`config.mk`:
```
export PLATFORM = sky130hd
export DESIGN_NAME = mb_front
export DESIGN_NICKNAME = d
export VERILOG_FILES = /design/src/verilog/mb_front_pkg.sv /design/src/verilog/mb_front.sv
export SDC_FILE = /design/constraint.sdc
export NUM_CORES = 1
export LEC_CHECK = 0
export BUFFER_PORTS_ARGS = -buffer_cell sky130_fd_sc_hd__buf_2
export CORE_ASPECT_RATIO = 0.6
export CORE_MARGIN = 3
export CORE_UTILIZATION = 55
export DETAILED_ROUTE_END_ITERATION = 8
export PLACE_DENSITY = 0.87
export SYNTH_ARGS = -nofsm -noshare
export SYNTH_HDL_FRONTEND = slang
export SYNTH_SLANG_ARGS = --single-unit
```
`constraint.sdc`:
```
create_clock -name SYS_CLK -period 4.91 [get_ports SYS_CLK]
set_input_delay 1.473 -clock SYS_CLK [delete_from_list [all_inputs] [get_ports SYS_CLK]]
set_output_delay 1.473 -clock SYS_CLK [all_outputs]
set_load 0.02 [all_outputs]
```
`src/verilog/mb_front_pkg.sv`:
```
/*
 * Shared constants and types for the serial link framer front end.
 * Assumes a single 25 MHz system clock and a byte-wide UART on each side.
 */
package mb_front_pkg;
   // ****************************************
   // timing
   // ****************************************
   localparam int unsigned CLK_HZ       = 25_000_000;
   localparam int unsigned SLEEP_TIME_S = 40;
   localparam int unsigned SLEEP_CYCLES = SLEEP_TIME_S * CLK_HZ;
   localparam int unsigned CHAR_CYCLES  = 28_646;     // one char, plain default
   localparam int unsigned REPLY_CYCLES = 25_000_000; // master reply timeout
   // ****************************************
   // framing constants
   // ****************************************
   localparam logic [7:0]  ADDR_MIN  = 8'h01;
   localparam logic [7:0]  ADDR_MAX  = 8'hF7;
   localparam logic [15:0] CRC_INIT  = 16'hFFFF;
   localparam logic [15:0] CRC_POLY  = 16'hA001;
   localparam logic [7:0]  ASC_COLON = 8'h3A;
   localparam logic [7:0]  ASC_CR    = 8'h0D;
   localparam logic [7:0]  ASC_LF    = 8'h0A;
   localparam logic [7:0]  ASC_0     = 8'h30;
   localparam logic [7:0]  ASC_9     = 8'h39;
   localparam logic [7:0]  ASC_A     = 8'h41;
   localparam logic [7:0]  ASC_F     = 8'h46;
   localparam logic [15:0] IDX_ADDR  = 16'h0000;
   localparam logic [15:0] IDX_FUNC  = 16'h0001;
   localparam logic [15:0] IDX_TFUNC = 16'h0007;
   localparam logic [15:0] IDX_TLENH = 16'h0004;
   localparam logic [15:0] IDX_TLENL = 16'h0005;
   localparam logic [15:0] TCP_HDR   = 16'h0006;
   localparam logic [7:0]  FC_RD_COIL  = 8'h01;
   localparam logic [7:0]  FC_RD_DIN   = 8'h02;
   localparam logic [7:0]  FC_RD_HOLD  = 8'h03;
   localparam logic [7:0]  FC_RD_INREG = 8'h04;
   localparam logic [7:0]  FC_WR_COIL  = 8'h05;
   localparam logic [7:0]  FC_WR_HOLD  = 8'h06;
   localparam logic [7:0]  FC_WR_COILS = 8'h0F;
   localparam logic [7:0]  FC_WR_HOLDS = 8'h10;
   // ****************************************
   // types
   // ****************************************
   typedef enum logic [1:0] {V_RTU, V_ASCII, V_TCP} variant_t;
   typedef enum logic [1:0] {TB_COIL_RW, TB_COIL_RO, TB_REG_RO,
                             TB_REG_RW} table_t;
   typedef struct packed {
      logic       first;
      logic [7:0] data;
   } beat_t;
   typedef struct packed {
      logic   good;
      logic   func_ok;
      table_t tbl;
   } rpt_t;
endpackage

```
`src/verilog/mb_front.sv`:
```
/*
 * Framer front end: receive deframing, transmit framing, port sleep.
 * Assumes byte-wide UART logic on SYS_CLK on both the receive and send side.
 */
// Functional notes
// - sleep after 40 s without activity
// - asleep: first packet wakes, gets discarded
// - always-on setting never sleeps
// - binary gap of 1.5 chars breaks message
// - binary frames end with cyclic check
// - ASCII hex characters with longitudinal check
// - TCP frames carry no checksum
// - IP links always use TCP framing
// - serial slave uses binary framing only
// - master picks ASCII or binary per transaction
// - master or slave role selectable
// - four tables, coils and registers, ro/rw
// - drive shared pair only while a frame is in progress, T_GET waits for the next body byte included; not while a master awaits its reply
// - frames start with address, function code; TCP frames put a 6-byte header first
// - one command at a time, master waits
// - serial slave answers only its address 1..247
// - supports standard read/write function codes
`timescale 1ns/10ps
module mb_front
   import mb_front_pkg::*;
#(
   parameter int unsigned CHAR_CYC  = CHAR_CYCLES,
   parameter int unsigned SLEEP_CNT = SLEEP_CYCLES,
   parameter int unsigned REPLY_CNT = REPLY_CYCLES
)(
   input  wire logic       SYS_CLK,
   input  wire logic       RSTN,
   input  wire logic       MASTER,
   input  wire logic       ASCII_SEL,
   input  wire logic       LINK_IP,
   input  wire logic       ALWAYS_ON,
   input  wire logic [7:0] SLAVE_ADDR,
   input  wire logic       RX_VALID,
   input  wire logic [7:0] RX_DATA,
   output logic            RX_READY,
   output logic            OUT_VALID,
   output beat_t           OUT_BEAT,
   input  wire logic       OUT_READY,
   output logic            FRAME_DONE,
   output rpt_t            FRAME_RPT,
   input  wire logic       TX_IN_VALID,
   input  wire logic [7:0] TX_IN_DATA,
   input  wire logic       TX_IN_LAST,
   output logic            TX_IN_READY,
   output logic            TX_VALID,
   output logic [7:0]      TX_DATA,
   input  wire logic       TX_READY,
   output logic            DRIVE_EN,
   output logic            ASLEEP,
   output logic            SLEEP_ENTER,
   output logic            AWAIT_REPLY
);
   localparam int unsigned SIL_W = $clog2(CHAR_CYC * 4);
   localparam int unsigned SLP_W = $clog2(SLEEP_CNT + 1);
   localparam int unsigned RPL_W = $clog2(REPLY_CNT + 1);
   localparam logic [SIL_W-1:0] G15 = SIL_W'((CHAR_CYC * 3 + 1) / 2);
   localparam logic [SIL_W-1:0] G35 = SIL_W'((CHAR_CYC * 7 + 1) / 2);
   localparam logic [SLP_W-1:0] SLP_LAST = SLP_W'(SLEEP_CNT - 1);
   localparam logic [RPL_W-1:0] RPL_LAST = RPL_W'(REPLY_CNT - 1);

   typedef enum logic [3:0] {T_IDLE, T_COLON, T_GET, T_BYTE, T_LO, T_CK_A,
                             T_CK_B, T_CR, T_LF} tx_st_t;

   // ****************************************
   // helpers
   // ****************************************
   function automatic logic [15:0] crc_step(input logic [15:0] c,
                                            input logic [7:0] b);
      logic [15:0] r;
      r = c ^ {8'h00, b};
      for (int i = 0; i < 8; i++)
         r = r[0] ? ((r >> 1) ^ CRC_POLY) : (r >> 1);
      return r;
   endfunction
   function automatic logic [4:0] hex_val(input logic [7:0] c);
      if (c >= ASC_0 && c <= ASC_9)
         return {1'b1, 4'(c - ASC_0)};
      else if (c >= ASC_A && c <= ASC_F)
         return {1'b1, 4'(c - ASC_A + 8'h0A)};
      return 5'h00;
   endfunction
   function automatic logic [7:0] hex_char(input logic [3:0] n);
      return (n < 4'hA) ? 8'(ASC_0 + n) : 8'(ASC_A + n - 8'h0A);
   endfunction
   // ip forces TCP, serial slave binary, master free choice
   function automatic variant_t pick(input logic ip, input logic m,
                                     input logic a);
      if (ip)
         return V_TCP;
      else if (!m)
         return V_RTU;
      return a ? V_ASCII : V_RTU;
   endfunction
   function automatic table_t tbl_of(input logic [7:0] f);
      case (f)
         FC_RD_DIN:   return TB_COIL_RO;
         FC_RD_INREG: return TB_REG_RO;
         FC_RD_HOLD, FC_WR_HOLD, FC_WR_HOLDS: return TB_REG_RW;
         default:     return TB_COIL_RW;
      endcase
   endfunction

   logic             in_frame, broken, addr_ok, half, wake_disc;
   logic             pending, awaiting, tlast, hs, got, start_ok, tx_end;
   logic [15:0]      cnt, crc, tlen, tcrc;
   logic [7:0]       lrc, func, hold, tlrc;
   logic [3:0]       nib;
   logic [SIL_W-1:0] sil;
   logic [SLP_W-1:0] idle;
   logic [RPL_W-1:0] rwait;
   variant_t         rvar, tvar;
   tx_st_t           tst;
   beat_t            buf0, buf1;
   logic [1:0]       bcnt;
   logic             next_in_frame, next_broken, next_addr_ok, next_half;
   logic             next_done, next_wake, next_pending, next_awaiting;
   logic             next_asleep, next_enter, next_tlast, push, disc;
   logic [15:0]      next_cnt, next_crc, next_tlen, next_tcrc;
   logic [7:0]       next_lrc, next_func, next_hold, next_tlrc, b;
   logic [3:0]       next_nib;
   logic [SIL_W-1:0] next_sil;
   logic [SLP_W-1:0] next_idle;
   logic [RPL_W-1:0] next_rwait;
   variant_t         next_tvar;
   tx_st_t           next_tst;
   rpt_t             next_rpt;
   beat_t            next_buf0, next_buf1;
   logic [1:0]       next_bcnt;
   logic             byte_ok, fin, chk;
   logic [4:0]       hv;

   assign got      = RX_VALID && RX_READY;
   assign hs       = TX_VALID && TX_READY;
   assign rvar     = pick(LINK_IP, MASTER, tvar == V_ASCII);
   // master waits for reply, slave only answers
   assign start_ok = MASTER ? !awaiting : pending;
   assign disc     = wake_disc || (got && ASLEEP) || (!MASTER && pending);

   // ****************************************
   // receive deframing
   // ****************************************
   always_comb
   begin
      next_in_frame = in_frame;
      next_broken   = broken;
      next_addr_ok  = addr_ok;
      next_half     = half;
      next_cnt      = cnt;
      next_crc      = crc;
      next_lrc      = lrc;
      next_func     = func;
      next_nib      = nib;
      next_tlen     = tlen;
      next_rpt      = FRAME_RPT;
      next_done     = 1'b0;
      byte_ok       = 1'b0;
      fin           = 1'b0;
      chk           = 1'b0;
      b             = RX_DATA;
      hv            = hex_val(RX_DATA);
      next_sil      = got ? '0 : ((sil == G35) ? sil : SIL_W'(sil + 1'b1));
      if (rvar == V_ASCII)
      begin
         if (got && RX_DATA == ASC_COLON)
         begin
            next_in_frame = 1'b1;
            next_broken   = 1'b0;
            next_half     = 1'b0;
            next_cnt      = '0;
            next_lrc      = '0;
         end
         else if (got && in_frame && RX_DATA == ASC_LF)
         begin
            fin = 1'b1;
            chk = (lrc == 8'h00) && !half;
         end
         else if (got && in_frame && RX_DATA != ASC_CR)
         begin
            next_broken = broken || !hv[4];
            next_half   = !half;
            next_nib    = hv[3:0];
            byte_ok     = half;
            b           = {nib, hv[3:0]};
         end
      end
      else if (got)
      begin
         byte_ok = 1'b1;
         if (!in_frame)
         begin
            next_in_frame = 1'b1;
            next_broken   = 1'b0;
            next_cnt      = '0;
            next_crc      = CRC_INIT;
         end
         else if (rvar == V_RTU && sil >= G15)
            next_broken = 1'b1;
      end
      else if (in_frame && rvar == V_RTU && sil == G35 - 1'b1)
      begin
         fin = 1'b1;
         chk = (crc == 16'h0000);
      end
      if (byte_ok)
      begin
         if (next_cnt == IDX_ADDR)
            next_addr_ok = b == SLAVE_ADDR && b >= ADDR_MIN
                           && b <= ADDR_MAX;
         if (next_cnt == ((rvar == V_TCP) ? IDX_TFUNC : IDX_FUNC))
            next_func = b;
         if (next_cnt == IDX_TLENH)
            next_tlen[15:8] = b;
         if (next_cnt == IDX_TLENL)
            next_tlen[7:0] = b;
         next_crc = crc_step(next_crc, b);
         next_lrc = 8'(next_lrc + b);
         next_cnt = 16'(next_cnt + 1'b1);
         if (rvar == V_TCP && next_cnt > TCP_HDR
             && next_cnt == 16'(next_tlen + TCP_HDR))
         begin
            fin = 1'b1;
            chk = 1'b1;
         end
      end
      push = byte_ok && !disc;
      if (fin)
      begin
         next_in_frame    = 1'b0;
         next_done        = 1'b1;
         next_rpt.good    = chk && !next_broken && !disc
                            && (MASTER || LINK_IP || next_addr_ok);
         next_rpt.tbl     = tbl_of(next_func);
         next_rpt.func_ok = next_func inside {FC_RD_COIL, FC_RD_DIN,
            FC_RD_HOLD, FC_RD_INREG, FC_WR_COIL, FC_WR_HOLD, FC_WR_COILS,
            FC_WR_HOLDS};
      end
   end

   always_ff @(posedge SYS_CLK)
   begin
      if (!RSTN)
      begin
         in_frame   <= 1'b0;
         broken     <= 1'b0;
         addr_ok    <= 1'b0;
         half       <= 1'b0;
         cnt        <= '0;
         crc        <= CRC_INIT;
         lrc        <= '0;
         func       <= '0;
         nib        <= '0;
         tlen       <= '0;
         sil        <= G35;
         FRAME_DONE <= 1'b0;
         FRAME_RPT  <= '0;
      end
      else
      begin
         in_frame   <= next_in_frame;
         broken     <= next_broken;
         addr_ok    <= next_addr_ok;
         half       <= next_half;
         cnt        <= next_cnt;
         crc        <= next_crc;
         lrc        <= next_lrc;
         func       <= next_func;
         nib        <= next_nib;
         tlen       <= next_tlen;
         sil        <= next_sil;
         FRAME_DONE <= next_done;
         FRAME_RPT  <= next_rpt;
      end
   end

   // ****************************************
   // transmit framing
   // ****************************************
   always_comb
   begin
      next_tst   = tst;
      next_tvar  = tvar;
      next_tcrc  = tcrc;
      next_tlrc  = tlrc;
      next_hold  = hold;
      next_tlast = tlast;
      tx_end     = 1'b0;
      case (tst)
         T_IDLE:
            if (start_ok && !in_frame)
            begin
               next_tvar = pick(LINK_IP, MASTER, ASCII_SEL);
               next_tcrc = CRC_INIT;
               next_tlrc = '0;
               next_tst  = (next_tvar == V_ASCII) ? T_COLON : T_GET;
            end
         T_COLON:
            if (hs)
               next_tst = T_GET;
         T_GET:
            if (TX_IN_VALID && TX_IN_READY)
            begin
               next_hold  = TX_IN_DATA;
               next_tlast = TX_IN_LAST;
               next_tcrc  = crc_step(tcrc, TX_IN_DATA);
               next_tlrc  = 8'(tlrc + TX_IN_DATA);
               next_tst   = T_BYTE;
            end
         T_BYTE, T_LO:
            if (hs && tvar == V_ASCII && tst == T_BYTE)
               next_tst = T_LO;
            else if (hs && !tlast)
               next_tst = T_GET;
            else if (hs && tvar == V_TCP)
            begin
               next_tst = T_IDLE;
               tx_end   = 1'b1;
            end
            else if (hs)
               next_tst = T_CK_A;
         T_CK_A:
            if (hs)
               next_tst = T_CK_B;
         T_CK_B, T_LF:
            if (hs && tvar == V_ASCII && tst == T_CK_B)
               next_tst = T_CR;
            else if (hs)
            begin
               next_tst = T_IDLE;
               tx_end   = 1'b1;
            end
         T_CR:
            if (hs)
               next_tst = T_LF;
         default:
            next_tst = T_IDLE;
      endcase
   end

   always_ff @(posedge SYS_CLK)
   begin
      if (!RSTN)
      begin
         tst         <= T_IDLE;
         tvar        <= V_RTU;
         tcrc        <= CRC_INIT;
         tlrc        <= '0;
         hold        <= '0;
         tlast       <= 1'b0;
         TX_IN_READY <= 1'b0;
         TX_VALID    <= 1'b0;
         TX_DATA     <= '0;
         DRIVE_EN    <= 1'b0;
      end
      else
      begin
         tst         <= next_tst;
         tvar        <= next_tvar;
         tcrc        <= next_tcrc;
         tlrc        <= next_tlrc;
         hold        <= next_hold;
         tlast       <= next_tlast;
         TX_IN_READY <= next_tst == T_GET;
         TX_VALID    <= !(next_tst inside {T_IDLE, T_GET});
         DRIVE_EN    <= next_tst != T_IDLE;
         case (next_tst)
            T_COLON: TX_DATA <= ASC_COLON;
            T_BYTE:  TX_DATA <= (next_tvar == V_ASCII)
                                ? hex_char(next_hold[7:4]) : next_hold;
            T_LO:    TX_DATA <= hex_char(next_hold[3:0]);
            T_CK_A:  TX_DATA <= (next_tvar == V_ASCII)
                        ? hex_char(4'((8'h00 - next_tlrc) >> 4))
                        : next_tcrc[7:0];
            T_CK_B:  TX_DATA <= (next_tvar == V_ASCII)
                        ? hex_char(4'(8'h00 - next_tlrc))
                        : next_tcrc[15:8];
            T_CR:    TX_DATA <= ASC_CR;
            T_LF:    TX_DATA <= ASC_LF;
            default: TX_DATA <= TX_DATA;
         endcase
      end
   end

   // ****************************************
   // buffer, power and turn taking
   // ****************************************
   always_comb
   begin
      next_buf0 = buf0;
      next_buf1 = buf1;
      next_bcnt = bcnt;
      if (OUT_VALID && OUT_READY)
      begin
         next_buf0 = buf1;
         next_bcnt = 2'(bcnt - 1'b1);
      end
      if (push && next_bcnt == 2'h0)
         next_buf0 = '{first: cnt == 16'h0000 || !in_frame, data: b};
      if (push && next_bcnt == 2'h1)
         next_buf1 = '{first: cnt == 16'h0000 || !in_frame, data: b};
      if (push)
         next_bcnt = 2'(next_bcnt + 1'b1);
      next_enter = 1'b0;
      next_asleep = ASLEEP && !ALWAYS_ON && !got;
      next_idle = idle;
      if (ALWAYS_ON || got || hs)
         next_idle = '0;
      else if (!ASLEEP && idle == SLP_LAST)
      begin
         next_idle   = '0;
         next_asleep = 1'b1;
         next_enter  = 1'b1;
      end
      else if (!ASLEEP)
         next_idle = SLP_W'(idle + 1'b1);
      next_wake = (got && ASLEEP) || (wake_disc && !next_done);
      next_pending = (!MASTER && next_done && next_rpt.good)
                     || (pending && !tx_end);
      next_rwait = (tx_end || !awaiting) ? '0 : RPL_W'(rwait + 1'b1);
      next_awaiting = (MASTER && tx_end) || (awaiting && !next_done
                      && rwait != RPL_LAST);
   end

   always_ff @(posedge SYS_CLK)
   begin
      if (!RSTN)
      begin
         buf0        <= '0;
         buf1        <= '0;
         bcnt        <= '0;
         OUT_VALID   <= 1'b0;
         OUT_BEAT    <= '0;
         RX_READY    <= 1'b0;
         ASLEEP      <= 1'b0;
         SLEEP_ENTER <= 1'b0;
         idle        <= '0;
         wake_disc   <= 1'b0;
         pending     <= 1'b0;
         awaiting    <= 1'b0;
         rwait       <= '0;
         AWAIT_REPLY <= 1'b0;
      end
      else
      begin
         buf0        <= next_buf0;
         buf1        <= next_buf1;
         bcnt        <= next_bcnt;
         OUT_VALID   <= next_bcnt != 2'h0;
         OUT_BEAT    <= next_buf0;
         RX_READY    <= next_bcnt != 2'h2;
         ASLEEP      <= next_asleep;
         SLEEP_ENTER <= next_enter;
         idle        <= next_idle;
         wake_disc   <= next_wake;
         pending     <= next_pending;
         awaiting    <= next_awaiting;
         rwait       <= next_rwait;
         AWAIT_REPLY <= next_awaiting;
      end
   end
endmodule

```
Word level (Yosys, flattened, before mapping)
Index checks and enable logic that the tools add are counted.
{"block": "op_classes", "mux": 140, "eq_ne": 47, "n_reduce_logical": 96, "add_sub_neg": 25, "n_lt_le_gt_ge": 12, "bitwise": 21}
{"op": "16-bit 2-to-1 mux", "count": 27}
{"op": "8-bit 2-to-1 mux", "count": 24}
{"op": "8-bit case mux with 7 select lines", "count": 1}
{"op": "1-bit 2-to-1 mux", "count": 52}
{"op": "16-bit zero test", "count": 3}
{"op": "4-bit 2-to-1 mux", "count": 12}
{"op": "2-bit inverter with 3-bit output", "count": 16}
{"op": "1-bit logical AND", "count": 42}
{"op": "17-bit equality test (second input constant)", "count": 2}
{"op": "17-bit 2-to-1 mux", "count": 2}
{"op": "7-bit by 4-bit adder with 8-bit output (first input constant)", "count": 4}
{"op": "16-bit by 3-bit equality test with 1-bit output (second input constant)", "count": 2}
{"op": "4-bit by 3-bit equality test with 1-bit output (second input constant)", "count": 8}
{"op": "16-bit case mux with 2 select lines", "count": 1}
{"op": "8-bit by 4-bit subtractor with 8-bit output (second input constant)", "count": 4}
{"op": "16-bit by 8-bit XOR with 16-bit output", "count": 2}
{"op": "30-bit by 1-bit adder with 30-bit output (second input constant)", "count": 1}
{"op": "30-bit equality test (second input constant)", "count": 1}
{"op": "6-bit by 4-bit adder with 7-bit output (first input constant)", "count": 4}
{"op": "4-bit case mux with 7 select lines", "count": 1}
{"op": "25-bit by 1-bit adder with 25-bit output (second input constant)", "count": 1}
{"op": "25-bit inequality test (second input constant)", "count": 1}
{"op": "8-bit by 3-bit equality test with 1-bit output (second input constant)", "count": 3}
{"op": "2-bit 2-to-1 mux", "count": 11}
{"op": "other kinds (55)", "count": 116}
{"block": "word_totals", "output_inout_bits": 30, "reg_bits": 226, "input_bits": 35, "word_cells": 381}

Depth between registers and ports, before layout
Gate-level depths: netlist of run 1.
{"block": "depth", "depth_word": 27, "mapped_depth": 21, "ltp_nobuf": 18}

Worst setup path after synthesis of run 1
Ideal clock, no wire load.
{"block": "synth_timing", "path_type": "input-to-reg", "from": "input port RX_DATA[0]", "to": "register awaiting", "path_buffers": 2, "path_stages": 19, "t_arrival_ps": 5108, "setup_time_ps": 133, "setup_slack_ps": -331, "required_time_ps": 4777, "path_cell_list": "inv_1 -> ha_1 -> and3b_1 -> clkbuf_1 -> nand4_1 -> nand3_1 -> inv_1 -> ha_1 -> and4_1 -> clkbuf_1 -> a31oi_1 -> inv_1 -> ha_1 -> o21bai_1 -> nor3_1 -> o211ai_1 -> a211o_1 -> o311ai_4 -> o32ai_1"}
{"block": "synth_via", "elab_chain_cells": 21, "word_cells_on_any_way": 52, "classes_between": "add/sub: 5; order compare: 5; eq/ne: 6; mux: 25; reduce/logical: 11"}
{"item": "from (decl)", "line": "mb_front.sv:39", "source": "input wire logic [7:0] RX_DATA,"}
{"item": "4-bit by 1-bit subtractor with 4-bit output, or another cell as far along", "line": "mb_front.sv:84", "source": "return {1'b1, 4'(c - ASC_A + 8'h0A)};"}
{"item": "4-bit adder or 1-bit logical AND (tied branches)", "line": "mb_front.sv:84, mb_front.sv:83"}
{"item": "5-bit 2-to-1 mux or 1-bit 2-to-1 mux (tied branches)", "line": "mb_front.sv:83", "source": "else if (c >= ASC_A && c <= ASC_F)"}
{"item": "5-bit 2-to-1 mux or 1-bit 2-to-1 mux (tied branches)", "line": "mb_front.sv:81", "source": "if (c >= ASC_0 && c <= ASC_9)"}
{"item": "5-bit 2-to-1 mux", "line": "mb_front.sv:85", "source": "return 5'h00;"}
{"item": "8-bit 2-to-1 mux", "line": "mb_front.sv:182", "source": "else if (got && in_frame && RX_DATA != ASC_CR)"}
{"item": "8-bit 2-to-1 mux", "line": "mb_front.sv:177", "source": "else if (got && in_frame && RX_DATA == ASC_LF)"}
{"item": "8-bit 2-to-1 mux", "line": "mb_front.sv:169", "source": "if (got && RX_DATA == ASC_COLON)"}
{"item": "[5 not listed]"}
{"item": "1-bit logical AND", "line": "mb_front.sv:224", "source": "&& next_cnt == 16'(next_tlen + TCP_HDR))"}
{"item": "1-bit 2-to-1 mux", "line": "mb_front.sv:223", "source": "if (rvar == V_TCP && next_cnt > TCP_HDR"}
{"item": "1-bit 2-to-1 mux *", "line": "mb_front.sv:209", "source": "if (byte_ok)"}
{"item": "1-bit 2-to-1 mux *", "line": "mb_front.sv:231", "source": "if (fin)"}
{"item": "1-bit zero test *", "line": "mb_front.sv:424", "source": "next_awaiting = (MASTER && tx_end) || (awaiting && !next_done"}
{"item": "1-bit logical AND *", "line": "mb_front.sv:424"}
{"item": "1-bit logical AND *", "line": "mb_front.sv:425", "source": "&& rwait != RPL_LAST);"}
{"item": "1-bit logical OR *", "line": "mb_front.sv:424"}
{"item": "to (signal assigned)", "line": "mb_front.sv:460", "source": "awaiting <= next_awaiting;"}
{"item": "to (decl)", "line": "mb_front.sv:109", "source": "logic pending, awaiting, tlast, hs, got, start_ok, tx_end;"}
Mark *: on every way between the ends. The rest lies on a longest branch, timed or not. The select of a mux whose other input is x is not followed.
A chain may end at the register's enable or synchronous reset.

Worst setup path in the final report of run 1
{"block": "layout_timing", "from": "input port LINK_IP", "to": "register FRAME_RPT[1] (netlist bit)"}
{"block": "layout_via", "elab_chain_cells": 12, "word_cells_on_any_way": 39, "classes_between": "add/sub: 2; order compare: 1; eq/ne: 11; mux: 19; reduce/logical: 6"}
{"item": "from (decl)", "line": "mb_front.sv:35", "source": "input wire logic LINK_IP,"}
{"item": "2-bit 2-to-1 mux or 1-bit 2-to-1 mux (tied branches)"}
{"item": "2-bit 2-to-1 mux *", "line": "mb_front.sv:97", "source": "return a ? V_ASCII : V_RTU;"}
{"item": "2-bit by 1-bit equality test with 1-bit output", "line": "mb_front.sv:167", "source": "if (rvar == V_ASCII)"}
{"item": "16-bit 2-to-1 mux", "line": "mb_front.sv:167"}
{"item": "16-bit by 3-bit equality test with 1-bit output (on tied branches)", "line": "mb_front.sv:218, mb_front.sv:216"}
{"item": "8-bit 2-to-1 mux (on tied branches)", "line": "mb_front.sv:218, mb_front.sv:216"}
{"item": "8-bit 2-to-1 mux", "line": "mb_front.sv:209"}
{"item": "16-bit by 3-bit adder with 16-bit output", "line": "mb_front.sv:224"}
{"item": "16-bit equality test", "line": "mb_front.sv:224"}
{"item": "1-bit logical AND", "line": "mb_front.sv:224"}
{"item": "1-bit 2-to-1 mux", "line": "mb_front.sv:223"}
{"item": "1-bit 2-to-1 mux", "line": "mb_front.sv:209"}
{"item": "to (signal assigned)", "line": "mb_front.sv:276", "source": "FRAME_RPT <= next_rpt;"}
{"item": "to (decl)", "line": "mb_front.sv:45", "source": "output rpt_t FRAME_RPT,"}
Marked as above.

==> impl_metrics.json, run 1 <==
{
  "cp-end-kind": "register",
  "cp.arrival_ns": 5.22,
  "crit_fanout": 4,
  "cts_inserted_buffers": 22,
  "area_growth_pct": 19.8,
  "netlist-cell-type-count": 92,
  "slew_viol_final": 0,
  "cp-startpoint": "LINK_IP",
  "portBuffers": 64,
  "finalSetupViolCount": 0,
  "multi_input_comb_area_um2": 9140,
  "grt_use_total": 0.344,
  "p_seq_frac": 0.397,
  "place_area_um2": 16000,
  "synth_area_um2": 14100,
  "hp-start": "addr_ok",
  "synth_nets": 1873,
  "io-pin-count": 65,
  "setup_slack_ns": 0.133,
  "synthTopCellsByCount": "nor2_1, dfxtp_1, nand2_1, xnor2_1, a21oi_1",
  "yosysMostFrequentCell": "nor2_1",
  "die_width_um": 212,
  "grt_pass1_wl_mm": 75.3,
  "pwr-share-comb": 0.259,
  "synth_edf_count": 0,
  "p_sw_frac": 0.331,
  "min_to": "addr_ok",
  "tightestPinTransition_ns": 0.894,
  "synth_top_area_frac": 0.322,
  "slew_headroom": 0.400,
  "startpoint_type": "input port",
  "postCtsHoldBufs": 0,
  "wl_mm": 48.6,
  "avgSynthCellArea_um2": 7.80,
  "p_total_mw": 5.35,
  "hold_path.class": "register to register",
  "drc_errors": 0,
  "yosysWarningCount": 0,
  "drv_cap": 0,
  "synth_area_leaders": "dfxtp_1, xnor2_1, nor2_1, nand2_1, xor2_1",
  "nets": 2058,
  "root_buffer": "clkbuf_16",
  "power.internal_mw": 3.58,
  "die_h_um": 130,
  "regToRegSetupSlack_ns": 0.84,
  "cp.required_ns": 5.35,
  "place_ws_ns": -0.505,
  "drt_iter0_markers": 2117,
  "floorplan.initialDensity": 0.570,
  "core_area_um2": 24700,
  "nFillCells": 1996,
  "outcome": "complete, no violations",
  "fin_worst_skew_ns": 0.0142,
  "clk_pin_slew_worst_paths_ns": 0.06,
  "whs_path_depth": 2,
  "period_needed_ns": 4.78,
  "leakagePower_nw": 6.53,
  "grt_start_max_net_pins": 56,
  "setup_tns_ns": 0,
  "max_freq_mhz": 209,
  "slowest_stage": "and4bb_1",
  "p_clk_frac": 0.344,
  "synth_top_area_cell": "dfxtp_1",
  "cts_buffer_depth": 3,
  "drive_above_1_share": 0.188,
  "cts-htree-levels": 1,
  "ys_ff_latch": 226,
  "vias": 14900,
  "regToRegEndpoint": "FRAME_RPT[1]",
  "hpwlAfterDp_mm": 36.6,
  "regToRegStartpoint": "tvar[0]",
  "detail_route.wl_per_cell_um": 20.9,
  "first_pass_iters": 7,
  "antenna_found_initial": 0,
  "clock_sinks": 226,
  "critPathKind": "input port to register",
  "async_flop_share": 0,
  "clock_latency_ns": 0.53,
  "synthCells": 1802,
  "finalHoldViolations": 0,
  "row_count": 44,
  "cp_cell_sequence": "buf_2, and4bb_1, nor2_2, nor2_4, nand2_1, inv_1, ha_4, nand3_1, a21oi_1, xnor2_1, buf_4, or2_2, nand3_1, nor4b_1, a211oi_1, buf_4, a211o_2, o31ai_4, buf_12, mux2i_1",
  "p_sw_mw": 1.77,
  "cts_tree": "built",
  "ys_seq_area_frac": 0.322,
  "die_area_um2": 27600,
  "vdd_ir_drop_max_v": 0.000328,
  "regArea_um2": 4520,
  "cp_slowest_stage_delay_ns": 0.44,
  "r2r_cells": 19,
  "gr-total-overflow": 0,
  "vias_per_cell": 6.41,
  "antenna_violating_nets_post_route": 0,
  "postLayoutCellArea_um2": 16800,
  "first_global_vias": 13500,
  "period_share": 0.973,
  "power_density_nw_per_um2": 318,
  "gp_congestion": 1.08,
  "dominantRegCellSynth": "dfxtp_1",
  "final_util": 0.682
}
what timing repair did:
action                     CTS  global route
pin swaps                    1             6
resized for setup            0            10
setup endpoints to repair    1            10
buffers inserted             1             1
critical path: cells and delay by family:
family | cells | cell delay, ns
multiplexers | 1 | 0.19
XOR/XNOR | 1 | 0.11
AO/OA/AOI/OAI | 4 | 1.14
buffers and inverters | 5 | 0.73
AND/OR/NAND/NOR | 8 | 1.41
adder cells (fa/ha/maj) | 1 | 0.15
cells by family (layout without fill, tap and decap cells):
kind of cell | count (synthesis) | count (layout) | share of synthesized area
mux | 33 | 33 | 0.0245
xor+xnor | 182 | 182 | 0.117
compound gates | 390 | 390 | 0.187
flops | 226 | 226 | 0.322
fa+ha+maj | 36 | 36 | 0.0331
other cells | 0 | 2 | 0
buf+inv | 137 | 337 | 0.0404
simple gates | 798 | 798 | 0.275
cells in the final DEF (no fill, tap or decap), types with 7 or more instances in the layout:
| master | netlist | layout |
|---|---|---|
| a211o_1 | 11 | 10 |
| a211oi_1 | 24 | 23 |
| a21o_1 | 10 | 10 |
| a21oi_1 | 108 | 105 |
| a311oi_1 | 13 | 13 |
| a31oi_1 | 15 | 15 |
| and2_1 | 29 | 29 |
| and3_1 | 29 | 29 |
| and4_1 | 16 | 16 |
| buf_2 | 16 | 64 |
| buf_4 | 7 | 203 |
| clkbuf_16 | 0 | 23 |
| clkbuf_8 | 0 | 7 |
| dfxtp_1 | 226 | 226 |
| ha_1 | 34 | 29 |
| inv_1 | 27 | 24 |
| mux2i_1 | 27 | 27 |
| nand2_1 | 203 | 203 |
| nand2b_1 | 11 | 11 |
| nand3_1 | 87 | 85 |
| nand3b_1 | 8 | 8 |
| nand4_1 | 36 | 36 |
| nor2_1 | 241 | 236 |
| nor3_1 | 44 | 43 |
| nor4_1 | 20 | 19 |
| o211ai_1 | 25 | 25 |
| o21ai_0 | 74 | 72 |
| o21ai_1 | 7 | 9 |
| o22ai_1 | 10 | 10 |
| o31ai_1 | 9 | 8 |
| or2_2 | 11 | 11 |
| or3_1 | 23 | 21 |
| xnor2_1 | 113 | 111 |
| xor2_1 | 65 | 64 |
state kept, by name, indices dropped and copies added, names as in the netlist, 2 cells and up:
| register | count |
|---|---|
| hold | 8 |
| FRAME_RPT | 4 |
| tst | 4 |
| idle | 30 |
| buf1 | 9 |
| tlen | 16 |
| bcnt | 2 |
| lrc | 8 |
| tvar | 2 |
| tlrc | 8 |
| crc | 16 |
| rwait | 25 |
| buf0 | 9 |
| tcrc | 16 |
| cnt | 16 |
| nib | 4 |
| sil | 17 |
| func | 8 |
| TX_DATA | 8 |
routing by layer:
metal | part of all wire | wire, um | global-route usage | vias up
li1 | - | - | - | 6797
met1 | 0.46 | 22200 | 0.521 | 7009
met2 | 0.38 | 18500 | 0.464 | 991
met3 | 0.14 | 6820 | 0.123 | 121
met4 | 0.024 | 1150 | 0.0711 | 0
met5 | 0 | 0 | 0 | -
power groups by stage:
stage	clock network (mW)	logic [mW]	registers [mW]
after floorplan	0	0.855	2.13
after CTS	1.84	1.34	2.12
after global placement	0	1.28	2.15
final	1.84	1.38	2.13
after detailed placement	0	1.32	2.16
after global routing	1.92	1.49	2.14
layout make-up:
cell class / count / area share
inverter: 30 / 0.00691
antenna: 2 / 0.000297
sequential: 226 / 0.269
clock buffer: 32 / 0.0404
tap: 322 / 0.0239
timing repair buffer: 268 / 0.111
multi-input combinational: 1439 / 0.543
clock inverter: 7 / 0.00572
worst max-delay path by stage:
stage                              end  slack [ns]
after CTS                 FRAME_RPT[1]        0.02
after detailed placement  FRAME_RPT[2]       -0.50
final                     FRAME_RPT[1]        0.13
after floorplan           FRAME_RPT[0]     0.00009
after global placement    FRAME_RPT[1]       -0.32
after global routing      FRAME_RPT[1]       -0.01
stage by stage:
step,instances,hold slack [ns]
after floorplan,1802,0.426
after global placement,2283,0.437
after detailed placement,2283,0.444
after CTS,2323,0.461
after global routing,2324,0.478
final,2326,0.460
Note: power is estimated with default switching activity, not from simulation.
==> run 2: changes to the inputs <==
--- a/config.mk
+++ b/config.mk
@@ -5,8 +5,8 @@
 export SDC_FILE = /design/constraint.sdc
 export NUM_CORES = 1
 export LEC_CHECK = 0
-export BUFFER_PORTS_ARGS = -buffer_cell sky130_fd_sc_hd__buf_2
-export CORE_ASPECT_RATIO = 0.6
+export BUFFER_PORTS_ARGS = -buffer_cell sky130_fd_sc_hd__buf_4
+export CORE_ASPECT_RATIO = 1.5
 export CORE_MARGIN = 3
 export CORE_UTILIZATION = 55
 export DETAILED_ROUTE_END_ITERATION = 8
==> impl_metrics.json, run 2 (synthesis results as in run 1) <==
{
  "clock_sinks": 226,
  "fin_worst_skew_ns": 0.0155,
  "regToRegStartpoint": "RX_READY",
  "tightestPinTransition_ns": 1.10,
  "nFillCells": 2090,
  "cp.required_ns": 5.35,
  "regArea_um2": 4520,
  "place_area_um2": 16000,
  "drc_errors": 0,
  "first_global_vias": 14100,
  "cp-end-kind": "register",
  "critPathKind": "input port to register",
  "root_buffer": "clkbuf_16",
  "gr-total-overflow": 0,
  "wl_mm": 45.3,
  "cts_buffer_depth": 3,
  "postCtsHoldBufs": 0,
  "drv_cap": 0,
  "cts_tree": "built",
  "nets": 2037,
  "hold_path.class": "register to register",
  "drive_above_1_share": 0.177,
  "crit_fanout": 6,
  "p_seq_frac": 0.401,
  "core_area_um2": 25100,
  "period_needed_ns": 4.67,
  "largest_register_ff_count": 30,
  "die_width_um": 137,
  "reg_top3": "idle (30), rwait (25), sil (17)",
  "first_pass_iters": 6,
  "cpMostUsedCell": "buf_4",
  "die_area_um2": 27500,
  "p_sw_frac": 0.320,
  "io-pin-count": 65,
  "mostFrequentLayoutCells": "buf_4, nor2_1, dfxtp_1",
  "row_count": 71,
  "drt_iter0_markers": 1099,
  "period_share": 0.952,
  "diodes": 0,
  "hpwlAfterDp_mm": 34.1,
  "clock_latency_ns": 0.52,
  "rsz0062_at_grt": "no",
  "regToRegSetupSlack_ns": 0.88,
  "grt_use_total": 0.324,
  "cts-htree-levels": 1,
  "startpoint_type": "input port",
  "floorplan.initialDensity": 0.559,
  "layout.cells.non_filler": 2310,
  "cp_cell_sequence": "buf_4, clkinvlp_4, ha_4, and3b_1, nand4_1, nand3_2, buf_4, ha_1, and4_1, buf_4, and3_1, or3_1, a211o_1, a21oi_1, nand4_1, o31ai_4, mux2i_1",
  "p_clk_frac": 0.342,
  "vdd_ir_drop_max_v": 0.000275,
  "hp-start": "TX_DATA[7]",
  "portBuffers": 64,
  "min_to": "TX_DATA[7]",
  "dp.cells": 2269,
  "vias_per_cell": 6.19,
  "cp.arrival_ns": 5.12,
  "cp_slowest_stage_delay_ns": 0.39,
  "final_common_cell": "buf_4",
  "antenna_found_initial": 0,
  "finalHoldViolations": 0,
  "postLayoutCellArea_um2": 16800,
  "clk_pin_slew_worst_paths_ns": 0.06,
  "antenna_violating_nets_post_route": 0,
  "finalSetupViolCount": 0,
  "power.internal_mw": 3.60,
  "power_density_nw_per_um2": 315,
  "largest-register": "idle",
  "die_h_um": 202,
  "r2r_cells": 15,
  "p_sw_mw": 1.70,
  "outcome": "complete, no violations",
  "detail_route.wl_per_cell_um": 19.6,
  "slew_headroom": 0.263,
  "grt_pass1_wl_mm": 72.2,
  "vias": 14300,
  "slew_viol_final": 0,
  "slowest_stage": "o31ai_4",
  "leakagePower_nw": 6.44,
  "whs_path_depth": 2,
  "max_freq_mhz": 214,
  "regToRegEndpoint": "FRAME_RPT[2]",
  "cts_inserted_buffers": 23,
  "multi_input_comb_area_um2": 9130,
  "area_growth_pct": 19.7,
  "grt_start_max_net_pins": 59,
  "pwr-share-comb": 0.257,
  "gp_congestion": 1.04
}
## run 2: cell count changes in the layout (fill, tap and decap cells not counted), sizes merged
cell / before / now
buf: 268 / 246
clkinv: 5 / 4
clkinvlp: 1 / 4
diode: 2 / 0
## run 2: critical path, delay by kind of cell
kind | cells | cell delay, ns
compound gates | 3 | 0.88
buf+inv | 4 | 0.58
fa+ha+maj | 2 | 0.42
simple gates | 7 | 1.52
mux | 1 | 0.23
## run 2: cell type report
class | count | share of cell area
Clock buffer | 32 | 0.0398
Inverter | 30 | 0.00692
Tap cell | 328 | 0.0244
Timing Repair Buffer | 246 | 0.111
Clock inverter | 9 | 0.00633
Multi-Input combinational cell | 1439 | 0.543
Sequential cell | 226 | 0.269
## run 2: power by group through the flow
stage / sequential [mW] / combinational, mW / clock [mW]
floorplan: 2.13 / 0.855 / 0
global placement: 2.15 / 1.29 / 0
detailed placement: 2.15 / 1.33 / 0
CTS: 2.11 / 1.34 / 1.83
global route: 2.13 / 1.48 / 1.90
finish: 2.12 / 1.36 / 1.81
## run 2: what timing repair did
action                                  4_1_cts  5_1_grt
endpoints found under the setup margin        0        5
resized for setup                             0        5
hold endpoints to repair                      0        0
buffers inserted                              0        0
## run 2: layer usage
metal / up-vias / share of wire / GRT usage
met5: - / 0 / 0
met1: 6712 / 0.36 / 0.354
met3: 220 / 0.057 / 0.0428
met2: 616 / 0.50 / 0.567
li1: 6748 / - / -
met4: 0 / 0.084 / 0.229
## run 2: worst max-delay path by stage
stage               startpoint            to  slack (ns)  cells after the start
floorplan           RX_DATA[0]  FRAME_RPT[0]     0.00009                     18
global placement    RX_DATA[0]  FRAME_RPT[1]       -0.19                     20
detailed placement  RX_DATA[0]  FRAME_RPT[2]       -0.31                     19
CTS                 RX_DATA[0]  FRAME_RPT[2]        0.20                     19
global route        RX_DATA[0]  FRAME_RPT[2]        0.01                     19
finish              RX_DATA[0]  FRAME_RPT[2]        0.24                     17
## run 2: per-stage QoR
step	setup slack (ns)	utilization	hold slack (ns)	TNS, ns	total power [mW]
2_1_floorplan	0.0000915	-	0.426	0	2.99
3_3_place_gp	-0.192	0.637	0.439	-1.64	3.44
3_5_place_dp	-0.313	0.637	0.456	-2.83	3.49
4_1_cts	0.204	0.668	0.465	0	5.28
5_1_grt	0.0144	0.669	0.507	0	5.51
6_report	0.235	0.669	0.464	0	5.29
